$ cat config.mk
export PLATFORM = sky130hd
export DESIGN_NAME = bfc_boot_port
export DESIGN_NICKNAME = d
export VERILOG_FILES = /design/src/rtl/bfc_boot_port.v
export VERILOG_INCLUDE_DIRS = /design/src /design/src/include
export SDC_FILE = /design/constraint.sdc
export NUM_CORES = 1
export LEC_CHECK = 0
export BUFFER_PORTS_ARGS = -buffer_cell sky130_fd_sc_hd__clkbuf_2
export CORE_UTILIZATION = 40
export CTS_CLUSTER_SIZE = 10
export DETAILED_ROUTE_END_ITERATION = 8
export GPL_TIMING_DRIVEN = 0
export RECOVER_POWER = 50
export REMOVE_ABC_BUFFERS = 1
export SLEW_MARGIN = 40
export SYNTH_ARGS = -nofsm -noshare
export SYNTH_HDL_FRONTEND = slang
export SYNTH_SLANG_ARGS = --single-unit
$ cat constraint.sdc
create_clock -name clk_in -period 18.9 [get_ports clk_in]
set_clock_uncertainty 0.1 [all_clocks]
set_input_delay 3.78 -clock clk_in [delete_from_list [all_inputs] [get_ports clk_in]]
set_output_delay 3.78 -clock clk_in [all_outputs]
set_load 0.005 [all_outputs]
$ cat src/include/bfc_defs.vh
`ifndef BFC_DEFS_VH
`define BFC_DEFS_VH
// Clock and timing
`define BFC_CLK_HZ      100000000
`define BFC_RX_TO_MS    100
`define BFC_SYNC_BYTES  5'h10
`define BFC_SYNC_HALF   5'h08
`define BFC_SYNC_DIV    19'h00012
`define BFC_STOP_BIT    4'h9
// Command codes
`define BFC_CMD_PREAD   8'hFF
`define BFC_CMD_PPROG   8'h41
`define BFC_CMD_BERASE  8'h20
`define BFC_CMD_EALL    8'hA7
`define BFC_CMD_STAT    8'h70
`define BFC_CMD_CLR     8'h50
`define BFC_CMD_LKRD    8'h71
`define BFC_CMD_LKPROG  8'h77
`define BFC_CMD_LKEN    8'h7A
`define BFC_CMD_LKDIS   8'h75
`define BFC_CMD_IDCHK   8'hF5
`define BFC_CMD_DLOAD   8'hFA
`define BFC_CMD_VER     8'hFB
`define BFC_CMD_BOOTRD  8'hFC
`define BFC_CMD_CHK     8'hFD
`define BFC_CMD_BAUD    5'h16
`define BFC_CONFIRM     8'hD0
`define BFC_SYNC_ACK    8'hB0
// Transfer lengths
`define BFC_PAGE_LEN    16'h0100
`define BFC_VER_LEN     16'h0008
`define BFC_CHK_LEN     16'h0002
`define BFC_STAT_LEN    16'h0002
// Status layout and reset values
`define BFC_OPST_RST    8'h80
`define BFC_ID_NONE     2'b00
`define BFC_ID_BAD      2'b01
`define BFC_ID_OK       2'b11
`define BFC_CRC_INIT    16'h0000
`define BFC_CRC_POLY    16'h1021
// ID byte spacing from the first ID address
`define BFC_ID_OFS1     8'h04
`define BFC_ID_OFS2     8'h0C
`define BFC_ID_OFS3     8'h10
`define BFC_ID_OFS4     8'h14
`define BFC_ID_OFS5     8'h18
`define BFC_ID_OFS6     8'h1C
// Flash-side operations
`define BFC_OP_READ     4'h0
`define BFC_OP_PROG     4'h1
`define BFC_OP_BERASE   4'h2
`define BFC_OP_EALL     4'h3
`define BFC_OP_LKPROG   4'h4
`define BFC_OP_LKRD     4'h5
`define BFC_OP_LKEN     4'h6
`define BFC_OP_LKDIS    4'h7
`define BFC_OP_BOOTRD   4'h8
`define BFC_OP_RAMWR    4'h9
`endif

$ cat src/rtl/bfc_boot_port.v
`timescale 1ns/1ns
`include "bfc_defs.vh"

// Small FIFO between the command engine and the transmitter
module bfc_fifo #(
  parameter WIDTH = 8,
  parameter DEPTH = 4,
  parameter AW    = 2
) (
  input  wire             clk_in,
  input  wire             rst_n_in,
  input  wire             in_valid_in,
  output wire             in_ready_out,
  input  wire [WIDTH-1:0] in_data_in,
  output wire             out_valid_out,
  input  wire             out_ready_in,
  output wire [WIDTH-1:0] out_data_out
);
  reg [WIDTH-1:0] mem [0:DEPTH-1];
  reg [AW-1:0]    wp;
  reg [AW-1:0]    rp;
  reg [AW:0]      fill;
  wire            wr = in_valid_in && in_ready_out;
  wire            rd = out_valid_out && out_ready_in;
  assign in_ready_out  = (fill != DEPTH);
  assign out_valid_out = (fill != 0);
  assign out_data_out  = mem[rp];
  // Pointers wrap naturally since depth is a power of two
  always @(posedge clk_in) begin
    if (!rst_n_in) begin
      wp   <= {AW{1'b0}};
      rp   <= {AW{1'b0}};
      fill <= {(AW+1){1'b0}};
    end else begin
      if (wr) begin
        mem[wp] <= in_data_in;
        wp      <= wp + 1'b1;
      end
      if (rd)
        rp <= rp + 1'b1;
      if (wr && !rd)
        fill <= fill + 1'b1;
      else if (rd && !wr)
        fill <= fill - 1'b1;
    end
  end
endmodule

// Function
// (RULE1) Timeout sets flag, drops command, idles
// (RULE2) ID result field; 11 unlocks gated commands
// (RULE3) Flag shows program downloaded to RAM
// (RULE4) Flag shows download checksum matched
// (RULE5) Boot mode when select pin low at reset
// (RULE6) Frames: 8 bits, LSB first, 1 stop
// (RULE7) Programmer sends sixteen zero bytes at 9600
// (RULE8) Programmer spaces sync bytes by 15 ms
// (RULE9) Send B0 after bit rate tuned
// (RULE10) Link runs 9600 bps after sync
// (RULE11) Divider from fastest first, slowest last eight
// (RULE12) Divider derived for any main clock rate
// (RULE13) Baud commands B0..B4, code sent twice
// (RULE14) Programmer waits or polls after erase/program
// (RULE15) All commands arrive on receive line
// (RULE16) Page and boot read output 256 bytes
// (RULE17) Page program takes 256 data bytes
// (RULE18) Block erase and erase-all need D0 confirm
// (RULE19) Lock status, program, enable, disable commands
// (RULE20) Download takes size, checksum, then data
// (RULE21) Version command returns eight bytes
// (RULE22) Unverified: only status, ID, version, baud
// (RULE23) ID field 00 unchecked, 01 mismatch
// (RULE24) ID check: three address bytes, length, IDs
// (RULE25) Status read returns primary then secondary
// (RULE26) Clear status clears three error bits
// (RULE27) Receive timeout length is a parameter
module bfc_boot_port #(
  parameter [31:0] RX_TIMEOUT_CYC = `BFC_RX_TO_MS * (`BFC_CLK_HZ / 1000),
  parameter [63:0] VERSION        = 64'h5645525F30303031 // Arbitrary value
) (
  input  wire        clk_in,
  input  wire        rst_n_in,
  input  wire        boot_select_pin_in,
  input  wire        serial_rx_line_in,
  output reg         serial_tx_line_out,
  output reg         boot_mode_out,
  output reg         flash_req_out,
  output reg  [3:0]  flash_op_out,
  output reg  [23:0] flash_addr_out,
  output reg  [7:0]  flash_wdata_out,
  input  wire        flash_ack_in,
  input  wire [7:0]  flash_rdata_in,
  input  wire        flash_busy_in,
  input  wire        flash_blank_in,
  input  wire        erase_err_in,
  input  wire        prog_err_in,
  input  wire        over_prog_err_in,
  output reg  [7:0]  flash_op_status_out,
  output reg  [7:0]  boot_link_status_out
);
  localparam [3:0] S_OFF = 4'h0, S_SYNC = 4'h1, S_IDLE = 4'h2, S_ARG = 4'h3,
                   S_CONF = 4'h4, S_RECV = 4'h5, S_SEND = 4'h6, S_WAIT = 4'h7,
                   S_PUSH = 4'h8, S_BAUD = 4'h9;

  reg  [3:0]  st;
  reg         strap_done;
  reg  [7:0]  cmd;
  reg  [23:0] addr;
  reg  [15:0] cnt;
  reg  [15:0] total;
  reg  [1:0]  argn;
  reg  [7:0]  obuf;
  reg  [15:0] div;
  reg  [15:0] base;
  reg  [15:0] next_div;
  reg         baud_pend;
  reg  [17:0] run;
  reg  [17:0] run_min;
  reg  [17:0] run_max;
  reg  [4:0]  nsync;
  reg  [2:0]  err;
  reg         dl_done;
  reg         sum_ok;
  reg  [1:0]  id_res;
  reg         to_flag;
  reg         id_acc;
  reg  [7:0]  csum;
  reg  [15:0] crc;
  reg  [31:0] to_cnt;
  reg  [15:0] rx_cnt;
  reg  [3:0]  rx_bit;
  reg         rx_busy;
  reg  [7:0]  rx_sh;
  reg         rx_valid;
  reg  [15:0] tx_cnt;
  reg  [3:0]  tx_bit;
  reg  [9:0]  tx_sh;
  reg         tx_busy;
  wire        f_ready;
  wire        f_valid;
  wire [7:0]  f_data;
  wire [18:0] run_sum = {1'b0, run_min} + {1'b0, run_max};
  wire [18:0] sync_div = run_sum / `BFC_SYNC_DIV;
  wire [23:0] na = {rx_sh, addr[23:8]};
  wire        id_ok = (id_res == `BFC_ID_OK) || flash_blank_in;

  // Commands usable without a verified ID
  function bfc_free;
    input [7:0] c;
    begin
      bfc_free = (c == `BFC_CMD_STAT) || (c == `BFC_CMD_IDCHK) ||
                 (c == `BFC_CMD_VER) || (c[7:3] == `BFC_CMD_BAUD && c[2:0] < 3'h5);
    end
  endfunction

  // Bit period for each baud command, relative to the tuned 9600 period
  function [15:0] bfc_baud;
    input [2:0]  c;
    input [15:0] b;
    begin
      case (c)
        3'h1:    bfc_baud = b >> 1;
        3'h2:    bfc_baud = b >> 2;
        3'h3:    bfc_baud = b / 16'h0006;
        3'h4:    bfc_baud = b / 16'h000C;
        default: bfc_baud = b;
      endcase
    end
  endfunction

  // Spacing of the scattered ID bytes
  function [7:0] bfc_id_ofs;
    input [2:0] i;
    begin
      case (i)
        3'h1:    bfc_id_ofs = `BFC_ID_OFS1;
        3'h2:    bfc_id_ofs = `BFC_ID_OFS2;
        3'h3:    bfc_id_ofs = `BFC_ID_OFS3;
        3'h4:    bfc_id_ofs = `BFC_ID_OFS4;
        3'h5:    bfc_id_ofs = `BFC_ID_OFS5;
        3'h6:    bfc_id_ofs = `BFC_ID_OFS6;
        default: bfc_id_ofs = 8'h00;
      endcase
    end
  endfunction

  // Check data over programmed bytes, MSB first
  function [15:0] bfc_crc16;
    input [15:0] c;
    input [7:0]  d;
    integer      i;
    reg   [15:0] r;
    begin
      r = c;
      for (i = 7; i >= 0; i = i - 1)
        r = {r[14:0], 1'b0} ^ ((r[15] ^ d[i]) ? `BFC_CRC_POLY : 16'h0000);
      bfc_crc16 = r;
    end
  endfunction

  // Strap caught on the first clock after reset release
  always @(posedge clk_in) begin
    if (!rst_n_in) begin
      strap_done    <= 1'b0;
      boot_mode_out <= 1'b0;
    end else if (!strap_done) begin
      strap_done    <= 1'b1;
      boot_mode_out <= ~boot_select_pin_in; // [RULE5]
    end
  end

  // Receiver: sample mid-bit, data LSB first, stop must be high
  always @(posedge clk_in) begin
    if (!rst_n_in) begin
      rx_busy  <= 1'b0;
      rx_valid <= 1'b0;
      rx_cnt   <= 16'h0000;
      rx_bit   <= 4'h0;
      rx_sh    <= 8'h00;
    end else begin
      rx_valid <= 1'b0;
      if (st == S_OFF || st == S_SYNC) begin
        rx_busy <= 1'b0;
      end else if (!rx_busy) begin
        if (!serial_rx_line_in) begin
          rx_busy <= 1'b1;
          rx_cnt  <= {1'b0, div[15:1]};
          rx_bit  <= 4'h0;
        end
      end else if (rx_cnt != 16'h0000) begin
        rx_cnt <= rx_cnt - 16'h0001;
      end else begin
        rx_cnt <= div;
        rx_bit <= rx_bit + 4'h1;
        if (rx_bit == 4'h0 && serial_rx_line_in)
          rx_busy <= 1'b0; // False start, too short
        else if (rx_bit == `BFC_STOP_BIT) begin
          rx_busy  <= 1'b0;
          rx_valid <= serial_rx_line_in; // [RULE6] [RULE15]
        end else if (rx_bit != 4'h0)
          rx_sh <= {serial_rx_line_in, rx_sh[7:1]}; // [RULE6]
      end
    end
  end

  // Transmitter drains the FIFO; a slow line back-pressures the engine
  always @(posedge clk_in) begin
    if (!rst_n_in) begin
      tx_busy            <= 1'b0;
      tx_cnt             <= 16'h0000;
      tx_bit             <= 4'h0;
      tx_sh              <= 10'h3FF;
      serial_tx_line_out <= 1'b1;
    end else if (!tx_busy) begin
      serial_tx_line_out <= 1'b1;
      if (f_valid) begin
        tx_busy <= 1'b1;
        tx_sh   <= {1'b1, f_data, 1'b0}; // [RULE6]
        tx_cnt  <= div;
        tx_bit  <= 4'h0;
      end
    end else begin
      serial_tx_line_out <= tx_sh[0];
      if (tx_cnt != 16'h0000)
        tx_cnt <= tx_cnt - 16'h0001;
      else begin
        tx_cnt <= div;
        tx_sh  <= {1'b1, tx_sh[9:1]};
        tx_bit <= tx_bit + 4'h1;
        if (tx_bit == `BFC_STOP_BIT)
          tx_busy <= 1'b0;
      end
    end
  end

  bfc_fifo #(.WIDTH(8), .DEPTH(4), .AW(2)) u_txq (
    .clk_in        (clk_in),
    .rst_n_in      (rst_n_in),
    .in_valid_in   (st == S_PUSH),
    .in_ready_out  (f_ready),
    .in_data_in    (obuf),
    .out_valid_out (f_valid),
    .out_ready_in  (!tx_busy),
    .out_data_out  (f_data)
  );

  // Command engine
  always @(posedge clk_in) begin
    if (!rst_n_in) begin
      st <= S_OFF;
      {cmd, obuf, csum, argn, nsync} <= 31'h0;
      {addr, cnt, total} <= 56'h0;
      {div, base, next_div, baud_pend} <= 49'h0;
      run <= 18'h0;
      run_min <= 18'h3FFFF;
      run_max <= 18'h0;
      {err, dl_done, sum_ok, to_flag, id_acc} <= 7'h0;
      id_res <= `BFC_ID_NONE;
      crc <= `BFC_CRC_INIT;
      to_cnt <= 32'h0;
      flash_req_out <= 1'b0;
      flash_op_out <= `BFC_OP_READ;
      flash_addr_out <= 24'h0;
      flash_wdata_out <= 8'h00;
      flash_op_status_out <= `BFC_OPST_RST;
      boot_link_status_out <= 8'h00;
    end else begin
      flash_req_out <= 1'b0;
      err <= err | {erase_err_in, prog_err_in, over_prog_err_in};
      flash_op_status_out <= {~flash_busy_in, 1'b0, err, 3'b000};
      boot_link_status_out <= {dl_done, 2'b00, sum_ok, id_res, to_flag, 1'b0};
      // Timeout only runs while a command waits for more bytes
      if ((st == S_ARG || st == S_CONF || st == S_RECV || st == S_BAUD) && !rx_valid)
        to_cnt <= to_cnt + 32'h1;
      else
        to_cnt <= 32'h0;
      if (baud_pend && st == S_IDLE && !f_valid && !tx_busy) begin
        div <= next_div; // Switch only after the echo has left
        baud_pend <= 1'b0;
      end
      if (to_cnt == RX_TIMEOUT_CYC - 32'h1) begin
        to_flag <= 1'b1; // [RULE1] [RULE27]
        st <= S_IDLE;
      end else begin
        case (st)
          S_OFF: if (strap_done && boot_mode_out) st <= S_SYNC;
          S_SYNC: begin
            // Length of each zero byte's low run gives nine bit times
            if (nsync == `BFC_SYNC_BYTES) begin
              base <= sync_div[15:0]; // [RULE11] [RULE12]
              div <= sync_div[15:0] - 16'h1; // [RULE10]
              obuf <= `BFC_SYNC_ACK; // [RULE9]
              cnt <= 16'h0;
              total <= 16'h1;
              st <= S_PUSH;
            end else if (!serial_rx_line_in)
              run <= run + 18'h1;
            else if (run != 18'h0) begin
              run <= 18'h0;
              nsync <= nsync + 5'h1;
              if (nsync < `BFC_SYNC_HALF && run < run_min)
                run_min <= run; // [RULE11]
              if (nsync >= `BFC_SYNC_HALF && run > run_max)
                run_max <= run; // [RULE11]
            end
          end
          S_IDLE: if (rx_valid) begin
            cmd <= rx_sh;
            cnt <= 16'h0;
            total <= 16'h0;
            addr <= 24'h0;
            csum <= 8'h00;
            id_acc <= 1'b1;
            argn <= 2'h2;
            if (!id_ok && !bfc_free(rx_sh)) begin
              st <= S_IDLE; // [RULE22] [RULE2]
            end else begin
              case (rx_sh)
                `BFC_CMD_PREAD, `BFC_CMD_BOOTRD, `BFC_CMD_LKRD, `BFC_CMD_PPROG,
                `BFC_CMD_BERASE, `BFC_CMD_LKPROG:
                  if (rx_sh == `BFC_CMD_PREAD || rx_sh == `BFC_CMD_BOOTRD ||
                      rx_sh == `BFC_CMD_LKRD || err == 3'h0) st <= S_ARG;
                `BFC_CMD_IDCHK, `BFC_CMD_DLOAD: begin
                  argn <= 2'h3; // [RULE24] [RULE20]
                  st <= S_ARG;
                end
                `BFC_CMD_EALL: if (err == 3'h0) st <= S_CONF; // [RULE18]
                `BFC_CMD_STAT: begin
                  obuf <= flash_op_status_out; // [RULE25]
                  total <= `BFC_STAT_LEN;
                  st <= S_PUSH;
                end
                `BFC_CMD_VER: begin
                  total <= `BFC_VER_LEN; // [RULE21]
                  st <= S_SEND;
                end
                `BFC_CMD_CHK: begin
                  total <= `BFC_CHK_LEN;
                  st <= S_SEND;
                end
                `BFC_CMD_CLR: begin
                  err <= {erase_err_in, prog_err_in, over_prog_err_in}; // [RULE26]
                  to_flag <= 1'b0;
                end
                `BFC_CMD_LKEN, `BFC_CMD_LKDIS: begin
                  flash_op_out <= (rx_sh == `BFC_CMD_LKEN) ? `BFC_OP_LKEN
                                                         : `BFC_OP_LKDIS; // [RULE19]
                  flash_req_out <= 1'b1;
                  st <= S_WAIT;
                end
                default: if (bfc_free(rx_sh) && rx_sh[7:3] == `BFC_CMD_BAUD)
                  st <= S_BAUD; // [RULE13]
              endcase
            end
          end
          S_ARG: if (rx_valid) begin
            addr <= na;
            argn <= argn - 2'h1;
            if (argn == 2'h1) begin
              case (cmd)
                `BFC_CMD_PREAD, `BFC_CMD_BOOTRD: begin
                  total <= `BFC_PAGE_LEN; // [RULE16]
                  st <= S_SEND;
                end
                `BFC_CMD_LKRD: begin
                  total <= 16'h1; // [RULE19]
                  st <= S_SEND;
                end
                `BFC_CMD_PPROG: begin
                  total <= `BFC_PAGE_LEN; // [RULE17]
                  st <= S_RECV;
                end
                `BFC_CMD_DLOAD: begin
                  total <= addr[23:8]; // [RULE20]
                  st <= (addr[23:8] == 16'h0) ? S_IDLE : S_RECV;
                end
                `BFC_CMD_IDCHK: st <= S_RECV; // [RULE24]
                default: st <= S_CONF;
              endcase
            end
          end
          S_CONF: if (rx_valid) begin
            if (rx_sh == `BFC_CONFIRM) begin
              flash_op_out <= (cmd == `BFC_CMD_EALL) ? `BFC_OP_EALL :
                              (cmd == `BFC_CMD_BERASE) ? `BFC_OP_BERASE
                                                       : `BFC_OP_LKPROG; // [RULE18] [RULE19]
              flash_addr_out <= addr;
              flash_req_out <= 1'b1;
              st <= S_WAIT;
            end else
              st <= S_IDLE;
          end
          S_RECV: if (rx_valid) begin
            flash_wdata_out <= rx_sh;
            if (cmd == `BFC_CMD_IDCHK && total == 16'h0) begin
              total <= {8'h00, rx_sh}; // ID length byte
              if (rx_sh == 8'h00) st <= S_IDLE;
            end else begin
              flash_req_out <= 1'b1;
              st <= S_WAIT;
              case (cmd)
                `BFC_CMD_IDCHK: begin
                  flash_op_out <= `BFC_OP_READ;
                  flash_addr_out <= addr + {16'h0, bfc_id_ofs(cnt[2:0])};
                end
                `BFC_CMD_PPROG: begin
                  flash_op_out <= `BFC_OP_PROG; // [RULE17]
                  flash_addr_out <= {addr[23:8], cnt[7:0]};
                  crc <= bfc_crc16(crc, rx_sh);
                end
                default: begin
                  flash_op_out <= `BFC_OP_RAMWR; // [RULE20]
                  flash_addr_out <= {8'h00, cnt};
                  csum <= csum + rx_sh;
                end
              endcase
            end
          end
          S_SEND: begin
            if (cmd == `BFC_CMD_VER) begin
              obuf <= VERSION[8'd63 - {cnt[2:0], 3'b000} -: 8]; // [RULE21]
              st <= S_PUSH;
            end else if (cmd == `BFC_CMD_CHK) begin
              obuf <= cnt[0] ? crc[15:8] : crc[7:0];
              st <= S_PUSH;
            end else begin
              flash_op_out <= (cmd == `BFC_CMD_LKRD) ? `BFC_OP_LKRD :
                              (cmd == `BFC_CMD_BOOTRD) ? `BFC_OP_BOOTRD
                                                       : `BFC_OP_READ; // [RULE16]
              flash_addr_out <= {addr[23:8], cnt[7:0]};
              flash_req_out <= 1'b1;
              st <= S_WAIT;
            end
          end
          S_WAIT: if (flash_ack_in) begin
            case (cmd)
              `BFC_CMD_PREAD, `BFC_CMD_BOOTRD, `BFC_CMD_LKRD: begin
                obuf <= flash_rdata_in;
                st <= S_PUSH;
              end
              `BFC_CMD_IDCHK, `BFC_CMD_PPROG, `BFC_CMD_DLOAD: begin
                cnt <= cnt + 16'h1;
                st <= (cnt + 16'h1 == total) ? S_IDLE : S_RECV;
                if (cmd == `BFC_CMD_IDCHK && cnt + 16'h1 == total)
                  id_res <= (id_acc && flash_rdata_in == flash_wdata_out) ?
                            `BFC_ID_OK : `BFC_ID_BAD; // [RULE2] [RULE23]
                else if (cmd == `BFC_CMD_IDCHK)
                  id_acc <= id_acc && (flash_rdata_in == flash_wdata_out);
                if (cmd == `BFC_CMD_DLOAD && cnt + 16'h1 == total) begin
                  dl_done <= 1'b1; // [RULE3]
                  sum_ok <= (csum == addr[23:16]); // [RULE4]
                end
              end
              default: st <= S_IDLE;
            endcase
          end
          S_PUSH: if (f_ready) begin
            cnt <= cnt + 16'h1;
            if (cnt + 16'h1 == total) begin
              st <= S_IDLE;
              if (cmd == `BFC_CMD_CHK) crc <= `BFC_CRC_INIT;
            end else if (cmd == `BFC_CMD_STAT)
              obuf <= boot_link_status_out; // [RULE25]
            else
              st <= S_SEND;
          end
          S_BAUD: if (rx_valid) begin
            if (rx_sh == cmd) begin
              next_div <= bfc_baud(cmd[2:0], base) - 16'h1; // [RULE13]
              baud_pend <= 1'b1;
              obuf <= cmd;
              total <= 16'h1;
              st <= S_PUSH;
            end else
              st <= S_IDLE;
          end
          default: st <= S_IDLE;
        endcase
      end
    end
  end
endmodule

==> flow_summary.ini <==
[critical_path]
path_delay_family = compound AO/OA/AOI/OAI gates
worst_path_max_delay_cell = or3b_4
cpPeakStageDelay_ps = 460
cp_num_buf_inv = 8
path_max_fanout = 24
critPathKind = reg2reg
cp.arrival_ps = 18280
start_kind = flop
critPathCaptureType = flop
crit_path_frequent_cell = ha_1
worst_ep_required_time_ps = 19300

[clock_tree]
path_clk_slew_ps = 60
htreeDepth = 2
clock_sinks = 400
cts-root-buf = clkbuf_16
clk_path_buf_depth = 3
clock_latency_ps = 610
cts_inserted_buffers = 48
cts_tree = yes
hold_buffers = 0

[finish]
finalNonFillerCells = 4497
fill_cells = 6928
finalNetCount = 3686
area_delta_synth_final_pct = 10.17
final_common_cell = nor2_1
most-common-layout-cells = nor2_1, dfxtp_1, nand2_1
final_area_sq_um = 30790
antenna_cells = 0
drive_gt1_share_pct = 8.890

[sta]
slew_violations = 155
tightest_slew_ps = 4398
tns_ps = 0
fmax_mhz = 55.93
hold_viol_final = 0
layout_setup_ws_ps = 1019
period_share_pct = 94.61
period_needed_ps = 17880
relSlewSlack_pct = -193.2
setup_viol = 0

[drt]
vias = 26330
route.detailed.drc = 0
routedWlPerCell_microns = 17.91
drt_iter0_markers = 2063
via_per_inst = 5.855
firstDrtPassIters = 7
drt-total-wl_microns = 80530
antenna_left = 0

[status]
violations = capacitance limit, slew limit
status = complete, but fails checks

[grt]
antenna_found_initial = 2
grt_max_degree = 98
grt_usage_pct = 22.12
first_global_vias = 24280
grt_first_pass_wirelength_microns = 129500
gr-total-overflow = 0

[place]
dp_slack_ps = -3292
dpl_cell_area_sq_um = 29010
io_buffers = 65
dp.cells = 4405
globalplace.congestion = 0.9338
hpwlAfterDp_microns = 57100

[yosys]
ys.flop_type = dfxtp_1
async_flop_share_pct = 0
synthCells = 3598
synth_area_leaders = dfxtp_1, nor2_1, ha_1, a21oi_1, nand2_1
synth-seq-cells = 400
synth-seq-area-share_pct = 29.79
synth_cell_types = 117
synth_edf_count = 32
yosysTopAreaCellShare_pct = 26.36
yosys.area.top_type = dfxtp_1
avgSynthCellArea_sq_um = 7.769
synthesis.area_sq_um = 27950
yosys_warnings = 0

[min_path]
hold_path_class = reg2reg

[die]
rows = 96
initial_core_util_pct = 40.61
fp.dieH_microns = 266.4
die_x_microns = 266.4
ios = 73
core_sq_um = 68830
die_area_sq_um = 70950

[job]
max_cap_violations = 2

[pwr]
peakVddDrop_mv = 0.06491
p_leak_nw = 11.94
pwr_density_cell_nw_per_um2 = 78.49
Yosys cell counts (24+ instances only):
cell	n
a211oi_1	72
a21o_1	43
a21oi_1	256
a221oi_1	24
a222oi_1	24
a22oi_1	55
a31oi_1	32
and2_1	34
and3_1	62
clkbuf_1	179
dfxtp_1	368
edfxtp_1	32
ha_1	117
inv_1	105
mux2i_1	75
nand2_1	341
nand2b_1	39
nand3_1	82
nand4_1	58
nor2_1	473
nor2b_1	37
nor3_1	103
nor4_1	50
o211ai_1	37
o21a_1	29
o21ai_0	194
or3_1	38
xnor2_1	111
xor2_1	98
per-stage QoR:
stage	hold WS [ps]	util, %	power, mW
3_3_place_gp	326.7	41.55	1.546
5_1_grt	380.9	44.74	2.553
2_1_floorplan	310.7	-	1.388
3_5_place_dp	331.0	42.15	1.574
4_1_cts	340.5	44.53	2.430
6_report	338.7	44.74	2.417
layer usage:
metal  global-route usage (%)  vias up  wire (microns)
met5                        0        -              17
met4                    6.601        2            2143
met3                    2.819      134            4137
met2                    35.17      699           35910
met1                    31.03    12440           38330
li1                         -    13060               -
sequential cells by signal, summed over array words and instances, names as in the netlist, 18 cells and up, named ones only:
| name | flops |
|---|---|
| addr | 24 |
| to_cnt | 32 |
| run | 18 |
| u_txq.mem | 32 |
| flash_addr_out | 24 |
| run_max | 18 |
| run_min | 18 |
cell type report:
cell class	instances	area [sq um]	area share (%)
Inverter	108	430.4	1.398
Clock buffer	63	1308	4.246
Clock inverter	6	111.4	0.3616
Multi-Input combinational cell	2880	18770	60.96
Sequential cell	400	8351	27.12
Tap cell	931	1165	3.783
Timing Repair Buffer	109	658.1	2.137
repair_timing:
action,CTS,global route
pin swaps,8,12
setup buffers,9,14
resized for setup,29,20
endpoints found under the setup margin,16,16
hold endpoints to repair,0,0
worst register-to-register path: cells and delay by family, from the launching register on:
kind	cells	cell delay [ps]
and+or+nand+nor	28	4490
AOI/OAI and AO/OA	30	6160
buffers and inverters	8	780
xor gates and xnor gates	8	1510
muxes	1	200
DFF	1	430
adders and majority gates	14	4140
kinds of logic (layout without fill, tap and decap cells):
family	count (synthesis)	after routing	synth area share, %
simple gates	1425	1425	24.60
compound gates	1015	1015	24.76
flops	400	400	29.79
buf+inv	324	286	4.552
xor+xnor	211	211	6.710
fa+ha+maj	123	123	5.595
mux	99	99	3.984
other cells	1	7	0.01342
report_power, final:
part,leakage [nW],internal (mW),switching [mW]
sequential,3.30,0.909,0.0686
combinational,7.96,0.212,0.376
clock,0.682,0.483,0.368
worst paths after layout:
kind | from | endpoint | slack [ps] | cells past startpoint
setup reg to reg | cmd[1] | next_div[12] | 1020 | 89
hold / removal | to_flag | boot_link_status_out[1] | 340 | 2
hold reg to reg | to_flag | boot_link_status_out[1] | 340 | 2
setup / recovery | cmd[1] | next_div[12] | 1020 | 89
No activity file was read; power rests on OpenSTA's default activity.
